### config.mk
export PLATFORM = sky130hd
export DESIGN_NAME = rx_ctrl
export DESIGN_NICKNAME = d
export VERILOG_FILES = /design/src/rtl/rx_ctrl.v
export VERILOG_INCLUDE_DIRS = /design/src /design/src/rtl
export SDC_FILE = /design/constraint.sdc
export NUM_CORES = 1
export LEC_CHECK = 0
export BUFFER_PORTS_ARGS = -buffer_cell sky130_fd_sc_hd__buf_2
export CAP_MARGIN = 20
export CORE_ASPECT_RATIO = 0.7
export CORE_UTILIZATION = 45
export CTS_BUF_LIST = sky130_fd_sc_hd__clkbuf_16
export CTS_CLUSTER_DIAMETER = 150
export CTS_CLUSTER_SIZE = 24
export DETAILED_ROUTE_END_ITERATION = 8
export SYNTH_ARGS = -nofsm -noshare
export SYNTH_HDL_FRONTEND = slang
export SYNTH_SLANG_ARGS = --single-unit
### constraint.sdc
create_clock -name mclk -period 12.6 [get_ports mclk]
set_input_delay 2.52 -clock mclk [delete_from_list [all_inputs] [get_ports mclk]]
set_output_delay 2.52 -clock mclk [all_outputs]
set_load 0.01 [all_outputs]
### src/rtl/rx_ctrl_defines.vh
// Constants for the receive-side preamble, timeout and mode controller
// Behaviour
// RQ1: Preamble found only on alternating 0101 pattern
// RQ2: Size select 00/01/10 gives 1/2/3 bytes
// RQ3: Host sets tolerance ten with two bytes
// RQ4: Pulse preamble flag per detection when enabled
// RQ5: Calibrate low band at 434 MHz after reset
// RQ6: Flag temperature shift beyond selected delta
// RQ7: Auto calibration on shift when enabled
// RQ8: Host trigger starts calibration in standby
// RQ9: One calibration run lasts about 10 ms
// RQ10: Host selects FSK/OOK before requesting calibration
// RQ11: Separate temperature and flag per band
// RQ12: Temperature values hidden during sleep mode
// RQ13: Signal-level timeout after limit times 16 bits
// RQ14: Preamble timeout after limit times 16 bits
// RQ15: Sync timeout after limit times 16 bits; code arms it only for trigger select 001 or 110
// RQ16: Trigger select gates signal and preamble timeouts
// RQ17: Mode codes enable sleep, standby, tx, rx
// RQ18: Codes 010/100 enable synthesizer only
// RQ19: Sub-blocks wake in fixed order
// RQ20: Synthesizer ready only after oscillator calibration
// RQ21: FSK tx startup 5us+1.25 ramp+half bit
// RQ22: OOK tx startup 5us plus half bit
// RQ23: Timeout counters run only inside receive mode
`ifndef RX_CTRL_DEFINES_VH
`define RX_CTRL_DEFINES_VH
`define CLK_MHZ            250
`define CAL_TIME_MS        10
`define CAL_CYCLES         (`CAL_TIME_MS * 1000 * `CLK_MHZ)
`define TX_BASE_US         5
`define TX_BASE_CYCLES     (`TX_BASE_US * `CLK_MHZ)
`define OSC_CAL_CYCLES     64
`define WAKE_STEP_CYCLES   16
`define TIMEOUT_BITS_UNIT  16
`define MODE_SLEEP         3'h0
`define MODE_STANDBY       3'h1
`define MODE_SYNTH_TX      3'h2
`define MODE_TX            3'h3
`define MODE_SYNTH_RX      3'h4
`define MODE_RX            3'h5
`define TRIG_RSSI          3'h1
`define TRIG_PREAMBLE      3'h6
`define TRIG_BOTH          3'h7
`endif

### src/rtl/rx_ctrl.v
// Receive-side preamble detector, calibration, timeout and mode controller
`timescale 1ns/10ps
`default_nettype none
`include "rx_ctrl_defines.vh"
module rx_ctrl #(
    parameter CAL_CYCLES = `CAL_CYCLES
) (
    input  wire        mclk,
    input  wire        rst,
    input  wire        bit_strobe,              // One pulse per bit period
    input  wire        rx_bit,                  // Demodulated bit at strobe
    input  wire        preamble_detector_enable,
    input  wire [1:0]  preamble_size_sel,
    input  wire [4:0]  preamble_error_tolerance,
    input  wire [2:0]  mode,
    input  wire        ook_mode,                // 1 = OOK, 0 = FSK
    input  wire [7:0]  pa_ramp_time,            // Ramp time in us
    input  wire [15:0] half_bit_cycles,         // Half bit period in cycles
    input  wire        high_band,
    input  wire [7:0]  temperature,             // Sensor reading, degrees
    input  wire [1:0]  temp_delta_select,
    input  wire        temp_watch_disable,
    input  wire        auto_iq_cal_enable,
    input  wire        iq_cal_trigger,          // One-cycle host request
    input  wire [7:0]  signal_level_value,
    input  wire [7:0]  signal_level_threshold,
    input  wire        sync_match_flag,
    input  wire [2:0]  rx_trigger_select,
    input  wire [7:0]  rssi_wait_limit,
    input  wire [7:0]  preamble_wait_limit,
    input  wire [7:0]  sync_wait_limit,
    output reg         preamble_found_flag,     // Pulse per detection
    output reg         timeout_irq,             // Pulse on first timeout per receive entry
    output reg         temp_shift_flag,         // Current band copy
    output reg  [7:0]  stored_temperature,      // Current band copy
    output reg         temp_read_valid,         // Low in sleep
    output reg         cal_busy,
    output reg         regulator_en,
    output reg         osc_en,
    output reg         synth_en,
    output reg         synth_rx_tune,           // Tuned to carrier minus IF
    output reg         tx_en,
    output reg         rx_en,
    output reg         synth_ready,
    output reg         tx_ready
);
    // Preamble detector: count bits matching alternation, tolerate errors
    reg        prev_bit;
    reg [4:0]  err_cnt;
    reg [4:0]  good_cnt;
    // Qualifying length in bits: 8, 16 or 24 for size codes 00/01/10
    wire [4:0] need_bits = {preamble_size_sel + 2'h1, 3'h0};
    wire       size_ok   = (preamble_size_sel != 2'h3);          // [RQ2]
    always @(posedge mclk)
    begin
        if (rst)
        begin
            prev_bit            <= 1'b0;
            err_cnt             <= 5'h00;
            good_cnt            <= 5'h00;
            preamble_found_flag <= 1'b0;
        end
        else
        begin
            preamble_found_flag <= 1'b0;
            if (!preamble_detector_enable || !rx_en)
            begin
                good_cnt <= 5'h00;
                err_cnt  <= 5'h00;
            end
            else if (bit_strobe)
            begin
                prev_bit <= rx_bit;
                if (rx_bit != prev_bit)                          // [RQ1]
                begin
                    if (good_cnt + 5'h01 >= need_bits && size_ok)
                    begin
                        preamble_found_flag <= 1'b1;             // [RQ4]
                        good_cnt <= 5'h00;
                        err_cnt  <= 5'h00;
                    end
                    else
                        good_cnt <= good_cnt + 5'h01;
                end
                else if (err_cnt >= preamble_error_tolerance)
                begin
                    // Too many breaks: restart qualification
                    good_cnt <= 5'h00;
                    err_cnt  <= 5'h00;
                end
                else
                    err_cnt <= err_cnt + 5'h01;
            end
        end
    end

    // Calibration: per-band temperature and flag copies
    reg  [7:0]  band_temp [0:1];                                 // [RQ11]
    reg  [1:0]  band_flag;
    reg         boot_cal;                                        // [RQ5]
    reg         cal_band;   // Band being calibrated
    reg  [31:0] cal_cnt;
    wire [7:0]  cur_temp  = band_temp[high_band];
    wire [7:0]  delta     = (temperature > cur_temp) ?
                            temperature - cur_temp : cur_temp - temperature;
    // Threshold is 5 x (select + 1) degrees, built as 4x plus 1x
    wire [7:0]  limit     = {1'b0, ({3'h0, temp_delta_select} + 5'h01), 2'h0}
                            + {6'h00, temp_delta_select} + 8'h01;
    wire        shift_hit = !temp_watch_disable && (delta > limit); // [RQ6]
    // Boot run, temperature shift with auto on, or standby request
    wire        cal_start = boot_cal ||
                    (shift_hit && auto_iq_cal_enable) ||         // [RQ7]
                    (iq_cal_trigger && mode == `MODE_STANDBY);  // [RQ8]
    always @(posedge mclk)
    begin
        if (rst)
        begin
            band_temp[0] <= 8'h00;
            band_temp[1] <= 8'h00;
            band_flag    <= 2'h0;
            boot_cal     <= 1'b1;
            cal_cnt      <= 32'h0;
            cal_busy     <= 1'b0;
            cal_band     <= 1'b0;
        end
        else if (cal_busy)
        begin
            // Run lasts the calibration time, then stores temperature
            if (cal_cnt == CAL_CYCLES - 1)                       // [RQ9]
            begin
                cal_busy <= 1'b0;
                // Result goes to the band that was chosen at start
                band_temp[cal_band] <= temperature;
                band_flag[cal_band] <= 1'b0;
            end
            cal_cnt <= cal_cnt + 32'h1;
        end
        else
        begin
            if (shift_hit)
                band_flag[high_band] <= 1'b1;
            if (cal_start)
            begin
                // Boot run is low band only, host keeps FSK mode [RQ10]
                boot_cal <= 1'b0;
                cal_busy <= 1'b1;
                cal_band <= boot_cal ? 1'b0 : high_band;         // [RQ5]
                cal_cnt  <= 32'h0;
            end
        end
    end

    // Readback is hidden while sleeping; values are kept
    always @(posedge mclk)
    begin
        if (rst)
        begin
            stored_temperature <= 8'h00;
            temp_shift_flag    <= 1'b0;
            temp_read_valid    <= 1'b0;
        end
        else
        begin
            temp_read_valid <= (mode != `MODE_SLEEP);               // [RQ12]
            stored_temperature <= (mode != `MODE_SLEEP) ? cur_temp : 8'h00;
            temp_shift_flag <= (mode != `MODE_SLEEP) & band_flag[high_band];
        end
    end

    // Timeouts: count 16-bit units from receive entry
    reg  [11:0] unit_cnt;   // Bit-period units of 16 bits
    reg  [3:0]  bit_cnt;
    reg         rssi_seen, pre_seen, sync_seen, to_done;
    wire        in_rx    = (mode == `MODE_RX);
    wire        rssi_on  = (rx_trigger_select == `TRIG_RSSI) ||
                           (rx_trigger_select == `TRIG_BOTH);   // [RQ16]
    wire        pre_on   = (rx_trigger_select == `TRIG_PREAMBLE) ||
                           (rx_trigger_select == `TRIG_BOTH);   // [RQ16]
    wire        sync_on  = (rx_trigger_select == `TRIG_RSSI) ||
                           (rx_trigger_select == `TRIG_PREAMBLE);
    wire [11:0] u        = unit_cnt;
    // A limit of zero keeps that timeout off
    wire        hit_rssi = rssi_on && !rssi_seen && rssi_wait_limit != 8'h00
                           && u == {4'h0, rssi_wait_limit};     // [RQ13]
    wire        hit_pre  = pre_on && !pre_seen && preamble_wait_limit != 8'h00
                           && u == {4'h0, preamble_wait_limit}; // [RQ14]
    wire        hit_sync = sync_on && !sync_seen && sync_wait_limit != 8'h00
                           && u == {4'h0, sync_wait_limit};     // [RQ15]
    always @(posedge mclk)
    begin
        if (rst || !in_rx)
        begin
            // Leaving receive clears everything [RQ23]
            unit_cnt    <= 12'h000;
            bit_cnt     <= 4'h0;
            rssi_seen   <= 1'b0;
            pre_seen    <= 1'b0;
            sync_seen   <= 1'b0;
            to_done     <= 1'b0;
            timeout_irq <= 1'b0;
        end
        else
        begin
            timeout_irq <= 1'b0;
            if (signal_level_value > signal_level_threshold)
                rssi_seen <= 1'b1;                               // [RQ23]
            if (preamble_found_flag)
                pre_seen <= 1'b1;
            if (sync_match_flag)
                sync_seen <= 1'b1;
            if (bit_strobe && unit_cnt != 12'hfff)
            begin
                bit_cnt <= bit_cnt + 4'h1;
                if (bit_cnt == `TIMEOUT_BITS_UNIT - 1)
                    unit_cnt <= unit_cnt + 12'h001;
            end
            if (!to_done && (hit_rssi || hit_pre || hit_sync))
            begin
                timeout_irq <= 1'b1;
                to_done     <= 1'b1;
            end
        end
    end

    // Mode wake sequence: oscillator, synth with cal, then tx or rx
    localparam ST_IDLE  = 4'h1;
    localparam ST_OSC   = 4'h2;
    localparam ST_SYCAL = 4'h4;
    localparam ST_RUN   = 4'h8;
    reg [3:0]  state;
    reg [2:0]  cur_mode;
    reg [31:0] step_cnt;
    wire want_synth = (cur_mode != `MODE_SLEEP) && (cur_mode != `MODE_STANDBY);
    // FSK adds 1.25 x ramp; OOK omits it  [RQ21] [RQ22]
    wire [31:0] ramp_cyc = ook_mode ? 32'h0 :
        (({24'h0, pa_ramp_time} * `CLK_MHZ * 5) >> 2);
    wire [31:0] tx_delay = `TX_BASE_CYCLES + ramp_cyc +
                           {16'h0, half_bit_cycles};
    always @(posedge mclk)
    begin
        if (rst)
        begin
            state         <= ST_IDLE;
            cur_mode      <= `MODE_SLEEP;
            step_cnt      <= 32'h0;
            regulator_en  <= 1'b0;
            osc_en        <= 1'b0;
            synth_en      <= 1'b0;
            synth_rx_tune <= 1'b0;
            tx_en         <= 1'b0;
            rx_en         <= 1'b0;
            synth_ready   <= 1'b0;
            tx_ready      <= 1'b0;
        end
        else if (mode != cur_mode)
        begin
            // New mode: drop upper blocks and restart ordered wake [RQ19]
            cur_mode    <= mode;
            state       <= ST_OSC;
            step_cnt    <= 32'h0;
            synth_en    <= 1'b0;
            tx_en       <= 1'b0;
            rx_en       <= 1'b0;
            synth_ready <= 1'b0;
            tx_ready    <= 1'b0;
            regulator_en <= (mode != `MODE_SLEEP);               // [RQ17]
            osc_en <= (mode != `MODE_SLEEP);
        end
        else
        begin
            step_cnt <= step_cnt + 32'h1;
            case (state)
                ST_IDLE: ;
                ST_OSC:
                    if (step_cnt >= `WAKE_STEP_CYCLES)
                    begin
                        step_cnt <= 32'h0;
                        state <= want_synth ? ST_SYCAL : ST_RUN;
                        synth_en <= want_synth;                  // [RQ18]
                        synth_rx_tune <= (cur_mode == `MODE_SYNTH_RX) ||
                                         (cur_mode == `MODE_RX);
                    end
                ST_SYCAL:
                    if (step_cnt >= `OSC_CAL_CYCLES)             // [RQ20]
                    begin
                        step_cnt <= 32'h0;
                        synth_ready <= 1'b1;
                        state <= ST_RUN;
                        tx_en <= (cur_mode == `MODE_TX);         // [RQ17]
                        rx_en <= (cur_mode == `MODE_RX);
                    end
                ST_RUN:
                    if (tx_en && step_cnt >= tx_delay)           // [RQ21]
                    begin
                        tx_ready <= 1'b1;
                        state <= ST_IDLE;
                    end
                    else if (!tx_en)
                        state <= ST_IDLE;
                default: state <= ST_IDLE;
            endcase
        end
    end
endmodule // rx_ctrl
`default_nettype wire

== Yosys cells after proc, flatten, opt, wreduce, memory -nomap -nowiden ==
Memory sizes are Yosys's and may differ from the RTL's.
Cells that the tools add are included.

* Register bits after elaboration: 126
* Word-level logic and storage cells: 207
* Bits of input ports: 98
* Memories: 1
* Memory bits (writable): 16

{| class="wikitable"
|+ Memories
! name !! words !! width !! read ports !! clocked after Yosys merged registers in !! wr ports !! line !! text
|-
| band_temp || 2 || 8 || 1 || 0 || 2 || rx_ctrl.v:98 || <nowiki>reg [7:0] band_temp [0:1];</nowiki>
|}

* Multiplexer cells: 44
* Bitwise operators: 11
* Reductions and logical operators: 62
* Magnitude comparators: 12
* Add/subtract/negate cells: 14
* Equality and inequality tests: 31
* Multiply operators: 2

{| class="wikitable"
|+ Operator list
! operator !! number
|-
| two-way mux 32 bit || 4
|-
| adder 32 x 1 -> 32 bit, second input constant || 2
|-
| one-hot mux 32 bit (2 select lines) || 1
|-
| equality test 12 x 8 -> 1 bit || 3
|-
| equality test 32 x 22 -> 1 bit, second input constant || 1
|-
| greater-or-equal comparator 32 x 19 -> 1 bit || 1
|-
| greater-or-equal comparator 32 x 5 -> 1 bit, second input constant || 1
|-
| greater-or-equal comparator 32 x 7 -> 1 bit, second input constant || 1
|-
| two-way mux 5 bit || 6
|-
| nonzero test 8 bit || 3
|-
| two-way mux 4 bit || 5
|-
| adder 18 x 16 -> 19 bit || 1
|-
| logical AND 1 bit || 19
|-
| adder 11 x 17 -> 18 bit, first input constant || 1
|-
| multiplier 15 x 3 -> 18 bit, second input constant || 1
|-
| two-way mux 1 bit || 18
|-
| AND reduction 2 bit || 9
|-
| two-way mux 17 bit || 1
|-
| greater-than comparator 8 bit || 2
|-
| two-way mux 8 bit || 2
|-
| one-hot mux 4 bit (4 select lines) || 1
|-
| subtractor 8 bit || 2
|-
| equality test 3 bit, second input constant || 5
|-
| multiplier 8 x 7 -> 15 bit, second input constant || 1
|-
| other kinds (41) || 85
|}

== Logic depth before layout (Yosys ltp) ==
* Word-level depth: 10
* Depth in mapped cells: 38
* Mapped depth without buffers: 38

== Worst setup path after synthesis ==
OpenSTA, ideal clock, no wires.

* Path kind: input to register
* Start: input port pa_ramp_time[0]
* End: register state[3]
* Buffers on the path: 0
* Required time: 12.540 ns
* Slack: 2.458 ns
* Stages on the path: 35
* Library setup time: 0.060 ns
* Arrival: 10.083 ns
* Cells stage by stage: fa_1 xor2_1 ha_1 fa_1 inv_1 fa_1 inv_1 ha_1 nand2_1 o21ai_0 o41a_1 a21oi_1 xor2_1 xnor2_1 ha_1 or3_1 o21ai_0 a211oi_1 or2_2 xnor2_1 nor2_1 ha_1 ha_1 or3_1 o21ai_0 a21oi_1 a311o_1 xnor2_1 ha_1 and4_1 and3_1 a221oi_1 o21ai_0 o21ai_0 and3b_1

* Longest elaborated chain between the ends: 9

{| class="wikitable"
|+ RTL lines
! item !! line !! text
|-
| start, declared || rx_ctrl.v:17 || <nowiki>input wire [7:0] pa_ramp_time,</nowiki>
|-
| multiplier 8 x 7 -> 15 bit (no line) (*) || - ||
|-
| multiplier 15 x 3 -> 18 bit (*) || rx_ctrl.v:236 || <nowiki>(({24'h0, pa_ramp_time} * `CLK_MHZ * 5) >> 2);</nowiki>
|-
| two-way mux 17 bit (*) || rx_ctrl.v:235 || <nowiki>wire [31:0] ramp_cyc = ook_mode ? 32'h0 :</nowiki>
|-
| adder 11 x 17 -> 18 bit (no line) (*) || - ||
|-
| adder 18 x 16 -> 19 bit (no line) (*) || - ||
|-
| greater-or-equal comparator 32 x 19 -> 1 bit (*) || rx_ctrl.v:293 || <nowiki>if (tx_en && step_cnt >= tx_delay)</nowiki>
|-
| logical AND 1 bit (*) || rx_ctrl.v:293 ||
|-
| inequality test 3 bit (no line) / two-way mux 4 bit (equally long branches) || - ||
|-
| AND reduction 4 bit (no line) / one-hot mux 4 bit (4 select lines) (equally long branches) || - ||
|-
| end signal, assigned || rx_ctrl.v:278 || <nowiki>state <= want_synth ? ST_SYCAL : ST_RUN;</nowiki>
|-
| end, declared || rx_ctrl.v:230 || <nowiki>reg [3:0] state;</nowiki>
|}

Every way passes the cells marked *; elsewhere a longest branch is shown, timed or not.
A chain may end at the register's enable or synchronous reset.

== Final worst setup path ==
Ends and elaborated chain as after synthesis.

==> impl_results.md <==
* Highest Clock Rate at 94.40 MHz
* WS Path Type: input port to register
* Hold_ws at 0.4546 ns
* Final TNS setup at 0 ns
* Synth Area in Simple Gates at 22.36%
* Worst min path class: register to register
* P&R area growth vs syn at 12.51%
* Starting density of the core at 45.84%
* Most used DFF post-synth: dfxtp_1
* Syn Area/Cell at 8.425 um2
* Synth Area in XOR/XNOR at 10.14%
* Synth Area in Compound Gates at 11.83%
* CP Launch Type: input port
* Total GRT Usage at 19.66%
* Final Hold Viols at 0
* Crit path max fanout at 7
* Critical path capture point type: register
* Chip height at 134.7 um
* Core area at 24680 um2
* Nets@finish at 1728
* Final setup margin at 2.007 ns
* WL/cell at 13.80 um
* Num CTS Buffers at 17
* Die footprint at 25790 um2
* Post-synthesis mux area share at 1.791%
* # IOs at 119
* CP max stage delay at 0.61 ns
* Fin crit period at 10.59 ns
* Die X at 191.5 um
* Core Util, Final at 51.57%
* Yosys Warn Count at 0
* Routability cong. at 0.8572
* DR vias at 9252
* Setup Slack @ Placement at 1.554 ns
* Largest family of logic cells by synthesized area: simple AND/OR/NAND/NOR gates
* Hold Path End: synth_en$_SDFFE_PP0P_
* Yosys reg bits at 142
* Root buffer cell: clkbuf_16
* Post-DP HPWL at 19.43 mm
* Worst EP arrival at 10.95 ns
* Worst flop-to-flop path startpoint: band_temp[1][4]$_SDFFCE_PN0P_
* Share of layout cells above drive strength 1 at 11.64%
* Vias in the first global route at 8414
* Tightest Pin Transition at 1.063 ns
* Largest net degree at the start of global routing at 49
* Post-synthesis adder-cell area fraction at 21.78%
* Post-route ant nets at 0
* N_diodes at 0
* Max_slew headroom at 28.95%
* Critical Path RT at 12.96 ns
* Fin. max-slew vios at 0
* Register area share after synthesis at 26.54%
* Initial antenna violation count at 0
* CTS Sinks at 142
* Row count at 48
* Clk buf depth at 2
* Max Cap Viol at 0
* Post-Syn Area at 11310 um2
* Clock transition at the registers of the reported paths at 0.06 ns
* Via density at 5.180
* Worst Clk Skew at 0.009681 ns
* Detailed-route DRC error count at 0
* Drt pass-1 iters at 5
* Final wirelength at 24.64 mm
* Async set or reset register ratio after synthesis at 0%
* Mapped Cells at 1343
* Setup violators final at 0
* TritonCTS clock tree: yes
* RR Endpoint: cal_cnt[5]$_SDFFE_PP0P_
* EDFF count, synth at 16
* Post-CTS setup buffer count at 0
* Clk_lat worst skew at 0.42 ns
* R2R setup slack at 7.49 ns
* Post-CTS resize count at 0
* Status: finished, final reports clean
* Unique cell type count in the Yosys netlist at 73
* Final period util at 84.07%
* Initial detailed-routing violation count at 460
* Reg2reg path depth at 19
* Overflow after GRT at 0
* CP most frequent cell: ha_1
* Hold-fix buffers at CTS at 0
* CTS HTree Levels at 4
* Hold depth at 2
* Input/output buffers at 118
* HP Start: synth_en$_SDFFE_PP0P_
* Post-Syn Nets at 1623
* Crit-path slowest cell: fa_1
* RSZ-0062 raised after global routing: no
* Global-route wire length before repair at 41.08 mm
-- kinds of logic after synthesis --
family	after synthesis
simple gates	496
compound gates	209
fa+ha+maj	182
buf+inv	163
flops	142
xor+xnor	131
mux	20
-- layer usage --
metal / GRT usage [%] / up-vias / routed length (um)
met5: 0 / - / 0
met4: 3.175 / 0 / 115
met3: 3.404 / 9 / 1074
met2: 26.75 / 167 / 9490
met1: 31.81 / 4177 / 13960
li1: - / 4899 / -
-- area by class of cell --
cell class | count | area (um2)
multi-input combinational | 1038 | 7684
sequential | 142 | 3003
clock buffer | 17 | 425.4
clock inverter | 15 | 106.4
timing repair buffer | 124 | 635.6
inverter | 125 | 469.2
tap | 325 | 406.6
fill | 2363 | 11950
-- worst max-delay path, delay by kind of cell --
kind / cells / cell delay [ns]
adders and majority gates: 9 / 3.42
AOI/OAI and AO/OA: 11 / 2.75
and+or+nand+nor: 7 / 1.02
xor gates and xnor gates: 5 / 1.00
buffers and inverters: 3 / 0.25
-- synth_stat cells (4+ instances only) --
| library cell | instances | area, um2 |
|---|---|---|
| a211oi_1 | 7 | 52.55 |
| nor2b_1 | 20 | 125.1 |
| ha_1 | 157 | 1964 |
| a21o_1 | 18 | 135.1 |
| nor4b_1 | 5 | 43.79 |
| xor2_1 | 67 | 586.8 |
| inv_1 | 124 | 465.5 |
| o211ai_1 | 10 | 75.07 |
| nand3b_1 | 6 | 45.04 |
| nor3_1 | 34 | 170.2 |
| o21a_1 | 10 | 75.07 |
| a31oi_1 | 8 | 50.05 |
| clkbuf_1 | 26 | 97.59 |
| nand2b_1 | 11 | 68.82 |
| a221oi_1 | 4 | 35.03 |
| nand2_1 | 77 | 289.0 |
| buf_2 | 7 | 35.03 |
| nand4_1 | 26 | 162.7 |
| mux2i_1 | 18 | 180.2 |
| nand3_1 | 62 | 310.3 |
| a21oi_1 | 62 | 310.3 |
| and4_1 | 7 | 61.31 |
| or2_2 | 7 | 43.79 |
| and3_1 | 19 | 118.9 |
| o21bai_1 | 5 | 37.54 |
| nor4_1 | 25 | 156.4 |
| fa_1 | 25 | 500.5 |
| nor2_1 | 145 | 544.3 |
| edfxtp_1 | 16 | 480.5 |
| or3_1 | 18 | 112.6 |
| a21boi_0 | 4 | 30.03 |
| xnor2_1 | 64 | 560.5 |
| and2_1 | 16 | 100.1 |
| o21ai_0 | 51 | 255.2 |
| dfxtp_1 | 126 | 2522 |
-- layout by cell type (no fill, tap or decap), types with 17 or more instances in the layout --
master and n:
nand4_1 26, nor2b_1 20, fa_1 25, ha_1 157, o21ai_0 51, xor2_1 67, nand3_1 62, mux2i_1 18
nor2_1 145, or3_1 18, nand2_1 77, nor3_1 34, a21o_1 18, nor4_1 25, xnor2_1 64, buf_2 118
inv_1 126, dfxtp_1 126, clkbuf_16 17, and3_1 19, a21oi_1 62
-- sequential cells by signal, summed over array words and instances (netlist names), 2 cells and up --
| name | flops |
|---|---|
| cal_cnt | 32 |
| step_cnt | 32 |
| band_temp | 16 |
| u | 12 |
| stored_temperature | 8 |
| err_cnt | 5 |
| good_cnt | 5 |
| bit_cnt | 4 |
| state | 4 |
| cur_mode | 3 |
| band_flag | 2 |
-- worst max path at each step --
stage / from / slack [ns] / endpoint
final: pa_ramp_time[0] / 2.01 / state[3]$_SDFFE_PP0P_
after global placement: pa_ramp_time[0] / 1.86 / state[3]$_SDFFE_PP0P_
after detailed placement: pa_ramp_time[0] / 1.55 / state[3]$_SDFFE_PP0P_
after floorplan: pa_ramp_time[0] / 2.46 / state[3]$_SDFFE_PP0P_
after global routing: pa_ramp_time[0] / 1.39 / state[3]$_SDFFE_PP0P_
after CTS: pa_ramp_time[0] / 2.01 / state[3]$_SDFFE_PP0P_
-- through the flow --
stage               instance area [um2]  std cells
floorplan                         11310       1343
global placement                  12190       1753
detailed placement                12190       1753
CTS                               12720       1785
global route                      12730       1786
finish                            12730       1786
Power is not shown: default switching activity piles up to over one toggle a cycle in this logic, so the estimate is an artifact.
